===== src/common/exec_unit_pkg.sv =====
// Shared constants and types for the instruction execute unit subset
package exec_unit_pkg;

  // Datapath widths
  localparam int DATA_W = 8;           // Data byte width
  localparam int DMEM_DEPTH = 64;      // Data memory bytes
  localparam int DMEM_AW = 6;          // Data memory address width
  localparam int PROG_W = 14;          // Program word width
  localparam int PROG_AW = 10;         // Program memory address width
  localparam int PAGE_W = 2;           // Page bits above the table pointer
  localparam int HIGH_W = PROG_W - DATA_W; // Width of the table high latch

  // Avalon-MM slave geometry, byte addresses
  localparam int BUS_AW = 9;
  localparam logic [BUS_AW-1:0] OFS_INSTR = 9'h000;  // Write issues one instruction
  localparam logic [BUS_AW-1:0] OFS_WORK = 9'h004;   // Working register
  localparam logic [BUS_AW-1:0] OFS_FLAGS = 9'h008;  // Status flags
  localparam logic [BUS_AW-1:0] OFS_TPTR = 9'h00C;   // Table pointer
  localparam logic [BUS_AW-1:0] OFS_THIGH = 9'h010;  // Table high latch, read only
  localparam logic [BUS_AW-1:0] OFS_SKIP = 9'h014;   // Skip status, read only
  localparam logic [BUS_AW-1:0] OFS_DMEM = 9'h100;   // Data memory window base
  localparam int WORD_LSB = 2;                       // Byte address to word index shift

  // Instruction word fields written to OFS_INSTR
  localparam int OP_LSB = 0;
  localparam int OP_W = 5;
  localparam int BIT_LSB = 8;
  localparam int BIT_W = 3;
  localparam int MADDR_LSB = 16;
  localparam int IMM_LSB = 24;

  // Flag positions in OFS_FLAGS
  localparam int FLAG_NULL = 0;        // result_null_flag
  localparam int FLAG_BORROW = 1;      // borrow_out_bit
  localparam int FLAG_HALF = 2;        // half_borrow_bit
  localparam int FLAG_RANGE = 3;       // signed_range_error_bit

  // Skip status fields in OFS_SKIP
  localparam int SKIP_LAST = 0;
  localparam int SKIP_CNT_LSB = 8;

  // Reset values and fixed constants
  localparam logic [DATA_W-1:0] BYTE_ZERO = 8'h00;
  localparam logic [DATA_W-1:0] BYTE_ONE = 8'h01;
  localparam logic [DATA_W-1:0] BYTE_ALL_ONES = 8'hFF;
  localparam logic [PAGE_W-1:0] LAST_PAGE = 2'h3;
  localparam logic [31:0] READ_ZERO = 32'h0000_0000;

  // Instruction codes carried in the op field
  typedef enum logic [OP_W-1:0] {
    OP_NOP,
    OP_BYTE_SET,
    OP_BIT_SET,
    OP_INCREMENT_SKIP_NULL,
    OP_INCREMENT_TO_WORKING_SKIP,
    OP_DECREMENT_TO_WORKING_SKIP,
    OP_BIT_SET_SKIP,
    OP_BIT_CLEAR_SKIP,
    OP_TEST_SKIP_IF_NULL,
    OP_COPY_TEST_SKIP,
    OP_SUBTRACT_TO_WORKING,
    OP_SUBTRACT_TO_MEMORY,
    OP_SUBTRACT_IMMEDIATE,
    OP_NIBBLE_SWAP,
    OP_NIBBLE_EXCHANGE_TO_WORKING,
    OP_TABLE_READ_CURRENT_PAGE,
    OP_TABLE_READ_LAST_PAGE,
    OP_EXCLUSIVE_OR_TO_WORKING,
    OP_EXCLUSIVE_OR_TO_MEMORY,
    OP_EXCLUSIVE_OR_IMMEDIATE
  } op_t;

  // Sequencer states
  typedef enum logic [2:0] {
    ST_IDLE,
    ST_LOAD,
    ST_EXEC,
    ST_DUMMY,
    ST_ACK
  } state_t;

endpackage


===== src/design/data_byte_ram.sv =====
// Data memory bytes with one write port and a registered read port
`timescale 1ns/1ps
module data_byte_ram #(
  parameter int DATA_W = 8,
  parameter int DEPTH = 64,
  parameter int AW = 6
)
(
  input wire logic clk,
  input wire logic rst_b,
  input wire logic wr_en,
  input wire logic [AW-1:0] wr_addr,
  input wire logic [DATA_W-1:0] wr_data,
  input wire logic [AW-1:0] rd_addr,
  output logic [DATA_W-1:0] rd_data
);

  // Refuse a depth the address cannot reach
  if (DEPTH > (1 << AW) || DEPTH < 2)
  begin
    $error("data_byte_ram: DEPTH does not fit AW");
  end

  // Storage array, left uninitialised like real RAM
  logic [DATA_W-1:0] cells [DEPTH];

  // Write port
  always_ff @(posedge clk)
  begin
    if (wr_en)
    begin
      cells[wr_addr] <= wr_data;
    end
  end

  // Read data register; old contents are returned on a same-address write
  always_ff @(posedge clk or negedge rst_b)
  begin
    if (!rst_b)
    begin
      rd_data <= '0;
    end
    else
    begin
      rd_data <= cells[rd_addr];
    end
  end

endmodule


===== src/design/mcu_execute_unit_subset.sv =====
// Execute unit for a subset of an 8-bit controller instruction set, Avalon-MM driven
// How it works
// - Byte set writes all ones, flags kept
// - Bit set forces chosen bit to one
// - True skip discards prefetch, adds dummy cycle
// - Increment byte in place, skip if zero
// - Increment into working register, skip if zero
// - Decrement into working register, skip if zero
// - Skip when selected bit is one
// - Skip when selected bit is zero
// - Skip when whole byte is zero
// - Copy byte to working, skip if zero
// - Working minus byte into working, four flags
// - Working minus byte into memory, four flags
// - Working minus constant into working, four flags
// - Swap nibbles of byte in place
// - Swapped byte into working, memory kept
// - Table read, current page, low and high
// - Table read, last page, low and high
// - Working xor byte into working, null flag
// - Working xor byte into memory, null flag
// - Working xor constant into working, null flag
`timescale 1ns/1ps
module mcu_execute_unit_subset
  import exec_unit_pkg::*;
#(
  parameter int DMEM_BYTES = exec_unit_pkg::DMEM_DEPTH
)
(
  input wire logic clk,
  input wire logic rst_b,
  input wire logic [exec_unit_pkg::BUS_AW-1:0] avs_address,
  input wire logic avs_read,
  input wire logic avs_write,
  input wire logic [3:0] avs_byteenable,
  input wire logic [31:0] avs_writedata,
  output logic [31:0] avs_readdata,
  output logic avs_waitrequest,
  input wire logic [exec_unit_pkg::PAGE_W-1:0] current_page,
  output logic [exec_unit_pkg::PROG_AW-1:0] prog_addr,
  output logic prog_rd,
  input wire logic [exec_unit_pkg::PROG_W-1:0] prog_data,
  output logic discard_prefetch
);
  import exec_unit_pkg::*;

  // The data memory address field is fixed at six bits
  if (DMEM_BYTES > DMEM_DEPTH || DMEM_BYTES < 2)
  begin
    $error("mcu_execute_unit_subset: DMEM_BYTES out of range");
  end

  // Sequencer and latched request
  state_t state;
  state_t next_state;
  logic [BUS_AW-1:0] req_addr;       // Byte address of the held request
  logic req_write;                   // Held request is a write
  logic req_lane0;                   // Low byte lane enabled on the write
  logic [31:0] req_wdata;            // Held write data
  logic [DMEM_AW-1:0] req_maddr;     // Data memory byte this request touches

  // Architectural state
  logic [DATA_W-1:0] working_register;
  logic result_null_flag;
  logic borrow_out_bit;
  logic half_borrow_bit;
  logic signed_range_error_bit;
  logic [DATA_W-1:0] table_pointer;
  logic [HIGH_W-1:0] table_high_latch;
  logic last_skip;                   // Last instruction skipped
  logic [DATA_W-1:0] skip_count;     // Dummy cycles inserted, wraps

  // Next values
  logic [DATA_W-1:0] next_working_register;
  logic next_result_null_flag;
  logic next_borrow_out_bit;
  logic next_half_borrow_bit;
  logic next_signed_range_error_bit;
  logic [DATA_W-1:0] next_table_pointer;
  logic [HIGH_W-1:0] next_table_high_latch;
  logic next_skip;                   // Condition of the executing instruction
  logic [31:0] next_readdata;

  // Memory write request from execution or from the bus window
  logic mem_we;
  logic [DATA_W-1:0] mem_wdata;
  logic [DATA_W-1:0] mem_rdata;

  // Incoming request decode, used only while idle
  wire bus_req = avs_read || avs_write;
  wire bus_instr = avs_write && (avs_address == OFS_INSTR);
  wire [DMEM_AW-1:0] bus_word = avs_address[WORD_LSB +: DMEM_AW];
  wire [DMEM_AW-1:0] instr_maddr = avs_writedata[MADDR_LSB +: DMEM_AW];
  wire [DMEM_AW-1:0] idle_maddr = bus_instr ? instr_maddr : bus_word;

  // Read address is steered straight from the bus while idle so data is ready in LOAD
  wire [DMEM_AW-1:0] mem_raddr = (state == ST_IDLE) ? idle_maddr : req_maddr;

  // Held request decode
  wire op_issue = req_write && (req_addr == OFS_INSTR);
  // Compare one bit wider so that a full 64-byte depth does not wrap to zero
  wire dmem_hit = (req_addr >= OFS_DMEM)
    && ({1'b0, req_addr[WORD_LSB +: DMEM_AW]} < (DMEM_AW + 1)'(DMEM_BYTES));
  wire op_t op = op_t'(req_wdata[OP_LSB +: OP_W]);
  wire [BIT_W-1:0] bit_index = req_wdata[BIT_LSB +: BIT_W];
  wire [DATA_W-1:0] immediate = req_wdata[IMM_LSB +: DATA_W];

  // Operand shaping
  wire [DATA_W-1:0] bit_mask = BYTE_ONE << bit_index;
  wire selected_bit = |(mem_rdata & bit_mask);
  wire [DATA_W-1:0] inc_value = mem_rdata + BYTE_ONE;
  wire [DATA_W-1:0] dec_value = mem_rdata - BYTE_ONE;
  wire [DATA_W-1:0] swapped = {mem_rdata[3:0], mem_rdata[7:4]};
  wire [DATA_W-1:0] xor_operand = (op == OP_EXCLUSIVE_OR_IMMEDIATE) ? immediate : mem_rdata;
  wire [DATA_W-1:0] xor_value = working_register ^ xor_operand;
  wire xor_null = (xor_value == BYTE_ZERO);

  // Subtraction as working plus inverted operand plus one
  wire [DATA_W-1:0] sub_operand = (op == OP_SUBTRACT_IMMEDIATE) ? immediate : mem_rdata;
  wire [DATA_W-1:0] sub_inverted = ~sub_operand;
  wire [DATA_W:0] sub_sum = {1'b0, working_register} + {1'b0, sub_inverted}
    + {{DATA_W{1'b0}}, 1'b1};
  wire [4:0] sub_low = {1'b0, working_register[3:0]} + {1'b0, sub_inverted[3:0]} + 5'h01;
  wire [DATA_W-1:0] sub_value = sub_sum[DATA_W-1:0];
  wire sub_carry = sub_sum[DATA_W];
  wire sub_half = sub_low[4];
  // Overflow: operands of equal sign give a result of the other sign
  wire sub_range = (working_register[7] == sub_inverted[7])
    && (sub_value[7] != working_register[7]);
  wire sub_null = (sub_value == BYTE_ZERO);

  // Table address: page bits above the pointer
  wire [PAGE_W-1:0] table_page = (bus_instr
    && (op_t'(avs_writedata[OP_LSB +: OP_W]) == OP_TABLE_READ_LAST_PAGE))
    ? LAST_PAGE : current_page;
  wire table_op = bus_instr
    && ((op_t'(avs_writedata[OP_LSB +: OP_W]) == OP_TABLE_READ_CURRENT_PAGE)
    || (op_t'(avs_writedata[OP_LSB +: OP_W]) == OP_TABLE_READ_LAST_PAGE));

  // Flag register image
  wire [3:0] flag_image = {signed_range_error_bit, half_borrow_bit,
    borrow_out_bit, result_null_flag};

  // Data memory
  data_byte_ram #(
    .DATA_W(DATA_W),
    .DEPTH(DMEM_BYTES),
    .AW(DMEM_AW)
  ) u_dmem (
    .clk(clk),
    .rst_b(rst_b),
    .wr_en(mem_we),
    .wr_addr(req_maddr),
    .wr_data(mem_wdata),
    .rd_addr(mem_raddr),
    .rd_data(mem_rdata)
  );

  // Instruction execution and bus register writes; all state defaults to hold
  always_comb
  begin
    next_working_register = working_register;
    next_result_null_flag = result_null_flag;
    next_borrow_out_bit = borrow_out_bit;
    next_half_borrow_bit = half_borrow_bit;
    next_signed_range_error_bit = signed_range_error_bit;
    next_table_pointer = table_pointer;
    next_table_high_latch = table_high_latch;
    next_skip = 1'b0;
    mem_we = 1'b0;
    mem_wdata = mem_rdata;
    if (state == ST_EXEC)
    begin
      // Memory operand is valid now; flags move only where listed
      case (op)
        OP_BYTE_SET:
        begin
          mem_we = 1'b1;
          mem_wdata = BYTE_ALL_ONES;
        end
        OP_BIT_SET:
        begin
          mem_we = 1'b1;
          mem_wdata = mem_rdata | bit_mask;
        end
        OP_INCREMENT_SKIP_NULL:
        begin
          mem_we = 1'b1;
          mem_wdata = inc_value;
          next_skip = (inc_value == BYTE_ZERO);
        end
        OP_INCREMENT_TO_WORKING_SKIP:
        begin
          next_working_register = inc_value;
          next_skip = (inc_value == BYTE_ZERO);
        end
        OP_DECREMENT_TO_WORKING_SKIP:
        begin
          next_working_register = dec_value;
          next_skip = (dec_value == BYTE_ZERO);
        end
        OP_BIT_SET_SKIP:
        begin
          next_skip = selected_bit;
        end
        OP_BIT_CLEAR_SKIP:
        begin
          next_skip = !selected_bit;
        end
        OP_TEST_SKIP_IF_NULL:
        begin
          next_skip = (mem_rdata == BYTE_ZERO);
        end
        OP_COPY_TEST_SKIP:
        begin
          next_working_register = mem_rdata;
          next_skip = (mem_rdata == BYTE_ZERO);
        end
        OP_SUBTRACT_TO_WORKING, OP_SUBTRACT_IMMEDIATE:
        begin
          next_working_register = sub_value;
          next_result_null_flag = sub_null;
          next_borrow_out_bit = sub_carry;
          next_half_borrow_bit = sub_half;
          next_signed_range_error_bit = sub_range;
        end
        OP_SUBTRACT_TO_MEMORY:
        begin
          mem_we = 1'b1;
          mem_wdata = sub_value;
          next_result_null_flag = sub_null;
          next_borrow_out_bit = sub_carry;
          next_half_borrow_bit = sub_half;
          next_signed_range_error_bit = sub_range;
        end
        OP_NIBBLE_SWAP:
        begin
          mem_we = 1'b1;
          mem_wdata = swapped;
        end
        OP_NIBBLE_EXCHANGE_TO_WORKING:
        begin
          next_working_register = swapped;
        end
        OP_TABLE_READ_CURRENT_PAGE, OP_TABLE_READ_LAST_PAGE:
        begin
          // Program word arrives one cycle after the fetch strobe
          mem_we = 1'b1;
          mem_wdata = prog_data[DATA_W-1:0];
          next_table_high_latch = prog_data[PROG_W-1:DATA_W];
        end
        OP_EXCLUSIVE_OR_TO_WORKING, OP_EXCLUSIVE_OR_IMMEDIATE:
        begin
          next_working_register = xor_value;
          next_result_null_flag = xor_null;
        end
        OP_EXCLUSIVE_OR_TO_MEMORY:
        begin
          mem_we = 1'b1;
          mem_wdata = xor_value;
          next_result_null_flag = xor_null;
        end
        default:
        begin
          // Unknown codes execute as a one-cycle no-operation
          next_skip = 1'b0;
        end
      endcase
    end
    else if (state == ST_LOAD && req_write && req_lane0)
    begin
      // Software writes land in the low byte lane only
      if (req_addr == OFS_WORK)
      begin
        next_working_register = req_wdata[DATA_W-1:0];
      end
      else if (req_addr == OFS_FLAGS)
      begin
        next_result_null_flag = req_wdata[FLAG_NULL];
        next_borrow_out_bit = req_wdata[FLAG_BORROW];
        next_half_borrow_bit = req_wdata[FLAG_HALF];
        next_signed_range_error_bit = req_wdata[FLAG_RANGE];
      end
      else if (req_addr == OFS_TPTR)
      begin
        next_table_pointer = req_wdata[DATA_W-1:0];
      end
      else if (dmem_hit)
      begin
        mem_we = 1'b1;
        mem_wdata = req_wdata[DATA_W-1:0];
      end
    end
  end

  // Read data mux; unmapped addresses answer zero
  always_comb
  begin
    next_readdata = READ_ZERO;
    if (req_addr == OFS_WORK)
    begin
      next_readdata[DATA_W-1:0] = working_register;
    end
    else if (req_addr == OFS_FLAGS)
    begin
      next_readdata[3:0] = flag_image;
    end
    else if (req_addr == OFS_TPTR)
    begin
      next_readdata[DATA_W-1:0] = table_pointer;
    end
    else if (req_addr == OFS_THIGH)
    begin
      next_readdata[HIGH_W-1:0] = table_high_latch;
    end
    else if (req_addr == OFS_SKIP)
    begin
      next_readdata[SKIP_LAST] = last_skip;
      next_readdata[SKIP_CNT_LSB +: DATA_W] = skip_count;
    end
    else if (dmem_hit)
    begin
      next_readdata[DATA_W-1:0] = mem_rdata;
    end
  end

  // Sequencer: idle, load operand, execute, optional dummy, answer
  always_comb
  begin
    next_state = state;
    case (state)
      ST_IDLE:
      begin
        next_state = bus_req ? ST_LOAD : ST_IDLE;
      end
      ST_LOAD:
      begin
        next_state = op_issue ? ST_EXEC : ST_ACK;
      end
      ST_EXEC:
      begin
        next_state = next_skip ? ST_DUMMY : ST_ACK;
      end
      ST_DUMMY:
      begin
        next_state = ST_ACK;
      end
      ST_ACK:
      begin
        next_state = ST_IDLE;
      end
      default:
      begin
        next_state = ST_IDLE;
      end
    endcase
  end

  // State register
  always_ff @(posedge clk or negedge rst_b)
  begin
    if (!rst_b)
    begin
      state <= ST_IDLE;
    end
    else
    begin
      state <= next_state;
    end
  end

  // Request capture while idle; held until the answer
  always_ff @(posedge clk or negedge rst_b)
  begin
    if (!rst_b)
    begin
      req_addr <= '0;
      req_write <= 1'b0;
      req_lane0 <= 1'b0;
      req_wdata <= '0;
      req_maddr <= '0;
    end
    else if (state == ST_IDLE && bus_req)
    begin
      req_addr <= avs_address;
      req_write <= avs_write;
      req_lane0 <= avs_byteenable[0];
      req_wdata <= avs_writedata;
      req_maddr <= idle_maddr;
    end
  end

  // Architectural registers
  always_ff @(posedge clk or negedge rst_b)
  begin
    if (!rst_b)
    begin
      working_register <= BYTE_ZERO;
      result_null_flag <= 1'b0;
      borrow_out_bit <= 1'b0;
      half_borrow_bit <= 1'b0;
      signed_range_error_bit <= 1'b0;
      table_pointer <= BYTE_ZERO;
      table_high_latch <= '0;
    end
    else
    begin
      working_register <= next_working_register;
      result_null_flag <= next_result_null_flag;
      borrow_out_bit <= next_borrow_out_bit;
      half_borrow_bit <= next_half_borrow_bit;
      signed_range_error_bit <= next_signed_range_error_bit;
      table_pointer <= next_table_pointer;
      table_high_latch <= next_table_high_latch;
    end
  end

  // Skip bookkeeping; the discard pulse covers exactly the dummy cycle
  always_ff @(posedge clk or negedge rst_b)
  begin
    if (!rst_b)
    begin
      last_skip <= 1'b0;
      skip_count <= BYTE_ZERO;
      discard_prefetch <= 1'b0;
    end
    else
    begin
      discard_prefetch <= (state == ST_EXEC) && next_skip;
      if (state == ST_EXEC)
      begin
        last_skip <= next_skip;
        skip_count <= skip_count + (next_skip ? BYTE_ONE : BYTE_ZERO);
      end
    end
  end

  // Program memory fetch, launched with the request so the word lands in EXEC
  always_ff @(posedge clk or negedge rst_b)
  begin
    if (!rst_b)
    begin
      prog_addr <= '0;
      prog_rd <= 1'b0;
    end
    else
    begin
      prog_rd <= (state == ST_IDLE) && table_op;
      if ((state == ST_IDLE) && table_op)
      begin
        prog_addr <= {table_page, table_pointer};
      end
    end
  end

  // Bus answer: waitrequest drops for the single answer cycle
  always_ff @(posedge clk or negedge rst_b)
  begin
    if (!rst_b)
    begin
      avs_waitrequest <= 1'b1;
      avs_readdata <= READ_ZERO;
    end
    else
    begin
      avs_waitrequest <= (next_state != ST_ACK);
      if (state == ST_LOAD && !req_write)
      begin
        avs_readdata <= next_readdata;
      end
    end
  end

endmodule


===== config.mk =====
export PLATFORM = sky130hd
export DESIGN_NAME = mcu_execute_unit_subset
export DESIGN_NICKNAME = d
export VERILOG_FILES = /design/src/common/exec_unit_pkg.sv /design/src/design/data_byte_ram.sv /design/src/design/mcu_execute_unit_subset.sv
export SDC_FILE = /design/constraint.sdc
export NUM_CORES = 1
export LEC_CHECK = 0
export BUFFER_PORTS_ARGS = -buffer_cell sky130_fd_sc_hd__buf_2
export CORE_UTILIZATION = 62
export DETAILED_ROUTE_END_ITERATION = 10
export PLACE_DENSITY = 0.84
export SYNTH_ARGS = -nofsm -noshare
export SYNTH_HDL_FRONTEND = slang
export SYNTH_HIERARCHICAL = 1
export SYNTH_SLANG_ARGS = --single-unit
export TNS_END_PERCENT = 50

===== constraint.sdc =====
create_clock -name clk -period 7.53 [get_ports clk]
set_clock_uncertainty 0.2 [all_clocks]
set_input_delay 0.753 -clock clk [delete_from_list [all_inputs] [get_ports clk]]
set_output_delay 0.753 -clock clk [all_outputs]
set_load 0.01 [all_outputs]

==> flow_results.xml <==
<?xml version="1.0" encoding="UTF-8"?>
<metrics>
  <group name="yosys">
    <metric name="post_synth_xor_area_fraction" unit="">0.00968</metric>
    <metric name="synth_async_sr_flop_share" unit="">0.178</metric>
    <metric name="synth_mux_area_frac" unit="">0.150</metric>
    <metric name="synth_register_bits" unit="">623</metric>
    <metric name="combinational_family_with_the_most_area_after_synthesis" unit="">multiplexers</metric>
    <metric name="yosysUniqueCellTypes" unit="">84</metric>
    <metric name="synth_area_leader_cell" unit="">sky130_fd_sc_hd__edfxtp_1</metric>
    <metric name="synth_top_flop_cell" unit="">sky130_fd_sc_hd__edfxtp_1</metric>
    <metric name="sequential_cell_area_fraction_in_the_yosys_report" unit="">0.669</metric>
    <metric name="yosys.area_share.simple" unit="">0.0792</metric>
    <metric name="synth-compound-area-share" unit="">0.0598</metric>
    <metric name="synth_enable_flop_cells" unit="">512</metric>
    <metric name="netlist_top_cells_area" unit="">sky130_fd_sc_hd__edfxtp_1 57%, sky130_fd_sc_hd__mux4_2 11%, sky130_fd_sc_hd__dfrtp_1 10%, sky130_fd_sc_hd__mux2_2 2.9%, sky130_fd_sc_hd__nor2_1 2.2%</metric>
    <metric name="synth_top_cell_area_share" unit="">0.567</metric>
    <metric name="yosysWarnings" unit="">6</metric>
    <metric name="syn-instance-count" unit="">1718</metric>
    <metric name="synth_fa_ha_area_frac" unit="">0.00719</metric>
    <metric name="syn_avg_cell_area" unit="um^2">15.8</metric>
    <metric name="syn_area" unit="um^2">27100</metric>
  </group>
  <group name="sta">
    <metric name="worstMarginPinSlew" unit="ps">1190</metric>
    <metric name="setup_total_neg_slack" unit="ps">0</metric>
    <metric name="fmaxAchievable" unit="MHz">191</metric>
    <metric name="slew_violations" unit="">0</metric>
    <metric name="final-setup-viol-count" unit="">0</metric>
    <metric name="final.min_clock_period" unit="ps">5230</metric>
    <metric name="hold_viol" unit="">0</metric>
    <metric name="final.period_utilization" unit="">0.694</metric>
    <metric name="relSlewSlack" unit="">0.205</metric>
    <metric name="grt_setup_unrepaired" unit="">no</metric>
  </group>
  <group name="worst_hold_path">
    <metric name="holdCritPathClass" unit="">in2reg</metric>
    <metric name="hold_path_startpoint" unit="">avs_writedata[5]</metric>
  </group>
  <group name="finish">
    <metric name="most_used_cells_in_the_layout_excluding_fill_and_tap_cells" unit="">512 x sky130_fd_sc_hd__edfxtp_1, 162 x sky130_fd_sc_hd__nor2_1, 127 x sky130_fd_sc_hd__mux4_2</metric>
    <metric name="final_net_count" unit="">1879</metric>
    <metric name="final-instance-count-excl-fill" unit="">2433</metric>
    <metric name="area.sequential" unit="um^2">18200</metric>
    <metric name="final_util" unit="">0.699</metric>
    <metric name="mostFrequentLayoutCell" unit="">sky130_fd_sc_hd__edfxtp_1</metric>
    <metric name="flow.area_growth_from_synthesis" unit="%">11.0</metric>
    <metric name="multi_input_comb_area" unit="um^2">8500</metric>
    <metric name="n_fill_cell" unit="">2626</metric>
    <metric name="drive_gt1_frac" unit="">0.239</metric>
    <metric name="n_antenna_cell" unit="">0</metric>
  </group>
  <group name="placement">
    <metric name="finalWeightedCongestion" unit="">0.960</metric>
    <metric name="place_hpwl" unit="um">42900</metric>
    <metric name="place.port_buffers" unit="">83</metric>
    <metric name="placed_cells" unit="">2322</metric>
  </group>
  <group name="global_routing">
    <metric name="gr-total-overflow" unit="">0</metric>
    <metric name="pin_count_of_the_biggest_net_entering_global_routing" unit="">73</metric>
    <metric name="grt_usage" unit="">0.320</metric>
    <metric name="wire_length_of_the_first_global_routing_pass" unit="um">104000</metric>
    <metric name="grt_antenna_before_repair" unit="">0</metric>
    <metric name="vias_in_the_first_global_route" unit="">16300</metric>
  </group>
  <group name="clock_network">
    <metric name="cts_inserted_buffers" unit="">59</metric>
    <metric name="largest_buffer_count_on_any_clock_path" unit="">3</metric>
    <metric name="cts-htree-levels" unit="">2</metric>
    <metric name="clock_insertion_delay_worst_skew" unit="ps">650</metric>
    <metric name="post_cts.repair.setup_buffers" unit="">0</metric>
    <metric name="cts_tree" unit="">built</metric>
    <metric name="numClockSinks" unit="">623</metric>
    <metric name="path_clk_slew" unit="ps">60</metric>
    <metric name="clock-root-buffer" unit="">sky130_fd_sc_hd__clkbuf_16</metric>
  </group>
  <group name="drt">
    <metric name="drt-pass1-iter-count" unit="">6</metric>
    <metric name="vias" unit="">16700</metric>
    <metric name="drtAntennaViolNets" unit="">0</metric>
    <metric name="drc_violations" unit="">0</metric>
    <metric name="routed_wirelength" unit="um">69500</metric>
    <metric name="drtIter0Drc" unit="">2376</metric>
    <metric name="route.detailed.vias_per_inst" unit="">6.86</metric>
    <metric name="wl_per_cell" unit="um">28.6</metric>
  </group>
  <group name="die">
    <metric name="initial_core_util" unit="">0.630</metric>
    <metric name="die_width" unit="um">211</metric>
    <metric name="design.die.area" unit="um^2">44600</metric>
    <metric name="std_cell_rows" unit="">76</metric>
    <metric name="die_outline_height" unit="um">211</metric>
    <metric name="pin_count" unit="">110</metric>
    <metric name="floorplan_core_area" unit="um^2">43100</metric>
  </group>
  <group name="pwr">
    <metric name="clkPwrFrac" unit="">0.237</metric>
    <metric name="power_leakage" unit="nW">10.4</metric>
    <metric name="p_comb_frac" unit="">0.384</metric>
    <metric name="netSwitchingFraction" unit="">0.370</metric>
    <metric name="pwr_density" unit="nW/um^2">416</metric>
    <metric name="vdd_drop_max" unit="uV">286</metric>
    <metric name="seq_power_share" unit="">0.380</metric>
    <metric name="p_sw" unit="mW">4.63</metric>
    <metric name="internal_power" unit="mW">7.89</metric>
  </group>
  <group name="critical_path">
    <metric name="ff2ff_setup_slack" unit="ps">2300</metric>
    <metric name="startpoint" unit="">req_wdata[0]</metric>
    <metric name="crit-reg2reg-launch" unit="">req_wdata[0]</metric>
    <metric name="cp.arrival" unit="ps">5430</metric>
    <metric name="start_kind" unit="">flop</metric>
    <metric name="worst_ep_required" unit="ps">7730</metric>
    <metric name="critical_path.endpoint_type" unit="">flop</metric>
    <metric name="timing.critical_path.fanout_max" unit="">37</metric>
    <metric name="worst-setup-path-type" unit="">reg2reg</metric>
  </group>
  <group name="outcome">
    <metric name="status" unit="">completed</metric>
  </group>
  <group name="flow_run">
    <metric name="drv.max_cap_violation_count" unit="">0</metric>
  </group>
</metrics>
==> layer usage <==
layer,track usage,vias up,share of wire
met2,0.515,1222,0.48
li1,-,6896,-
met1,0.432,8331,0.37
met5,0,-,0
met3,0.0549,235,0.10
met4,0.145,0,0.048
==> power by group through the flow <==
stage	Sequential [mW]	Combinational, mW	Clock, mW
finish	4.76	4.81	2.96
global route	4.77	5.04	3.12
CTS	4.74	4.72	2.99
detailed placement	4.80	4.62	0
global placement	4.79	4.48	0
floorplan	4.69	3.31	0
==> worst paths after layout <==
check                                     endpoint  depth (start not counted)
worst max-delay path            u_dmem/cells[1][4]                         12
worst min-delay path                  req_wdata[5]                          2
worst max register to register  u_dmem/cells[1][4]                         12
worst min register to register       skip_count[7]                          1
max in group asynchronous           borrow_out_bit                          3
min in group asynchronous        u_dmem/rd_data[2]                          2
==> flip-flops by register name (all words and copies together) (netlist names), 3 cells and up <==
register          cells
avs_readdata         16
prog_addr            10
req_addr              9
req_maddr             6
req_wdata            19
skip_count            8
state                 3
table_high_latch      6
table_pointer         8
u_dmem/cells        512
u_dmem/rd_data        8
working_register      8
==> cell families (layout without fill, tap and decap cells) <==
family	count (synthesis)	count (layout)
flip-flops	623	623
AND/OR/NAND/NOR	447	447
multiplexers	239	239
AO/OA/AOI/OAI	236	236
buffers and inverters	127	242
XOR/XNOR	30	30
adder cells (fa/ha/maj)	15	15
other	1	16
==> synth_stat cells, types with 11 or more instances <==
master	count
sky130_fd_sc_hd__nor2_1	162
sky130_fd_sc_hd__mux2_2	69
sky130_fd_sc_hd__nand2b_1	18
sky130_fd_sc_hd__o22ai_1	11
sky130_fd_sc_hd__nand3_1	28
sky130_fd_sc_hd__nor2b_1	22
sky130_fd_sc_hd__edfxtp_1	512
sky130_fd_sc_hd__buf_1	12
sky130_fd_sc_hd__nor3_1	30
sky130_fd_sc_hd__dfrtp_1	110
sky130_fd_sc_hd__a221oi_1	13
sky130_fd_sc_hd__mux2i_1	43
sky130_fd_sc_hd__o21ai_0	43
sky130_fd_sc_hd__xor2_1	11
sky130_fd_sc_hd__buf_4	29
sky130_fd_sc_hd__a31oi_1	17
sky130_fd_sc_hd__a21oi_1	46
sky130_fd_sc_hd__buf_2	22
sky130_fd_sc_hd__clkbuf_1	45
sky130_fd_sc_hd__mux4_2	127
sky130_fd_sc_hd__xnor2_1	19
sky130_fd_sc_hd__nand2_1	107
sky130_fd_sc_hd__inv_1	11
sky130_fd_sc_hd__ha_1	14
sky130_fd_sc_hd__a211oi_1	13
==> critical path, stage by stage (launching register included) <==
cell	delay, ps
sky130_fd_sc_hd__dfrtp_1	350
sky130_fd_sc_hd__buf_4	230
sky130_fd_sc_hd__nor2_1	280
sky130_fd_sc_hd__nand3_1	470
sky130_fd_sc_hd__mux2_2	440
sky130_fd_sc_hd__ha_1	220
sky130_fd_sc_hd__fa_1	430
sky130_fd_sc_hd__nand2b_1	170
sky130_fd_sc_hd__a21oi_1	350
sky130_fd_sc_hd__xnor2_1	310
sky130_fd_sc_hd__nand2_1	170
sky130_fd_sc_hd__a31oi_4	930
sky130_fd_sc_hd__buf_4	450
==> stage by stage <==
step	cell area [um^2]	power [mW]	hold WS (ps)	setup slack [ps]
6_report	30100	12.5	141	2300
5_1_grt	30100	12.9	141	2100
4_1_cts	30100	12.5	120	2330
3_5_place_dp	28200	9.42	275	2020
3_3_place_gp	28200	9.27	260	2080
2_1_floorplan	27200	8.00	245	596
==> area by class of cell <==
class | count | share of cell area
well taps | 585 | 0.0243
inverters | 11 | 0.00137
repair buffers | 121 | 0.0251
flip-flops and latches | 623 | 0.603
multi-input cells | 983 | 0.282
clock buffers | 70 | 0.0507
clock inverters | 40 | 0.0134
==> repair_timing <==
item                                    CTS  global route
gates resized for setup                   0             0
hold buffers                              1             0
endpoints found under the hold margin    39             0
endpoints found under the setup margin    0             0
Note: power is estimated with default switching activity, not from simulation.
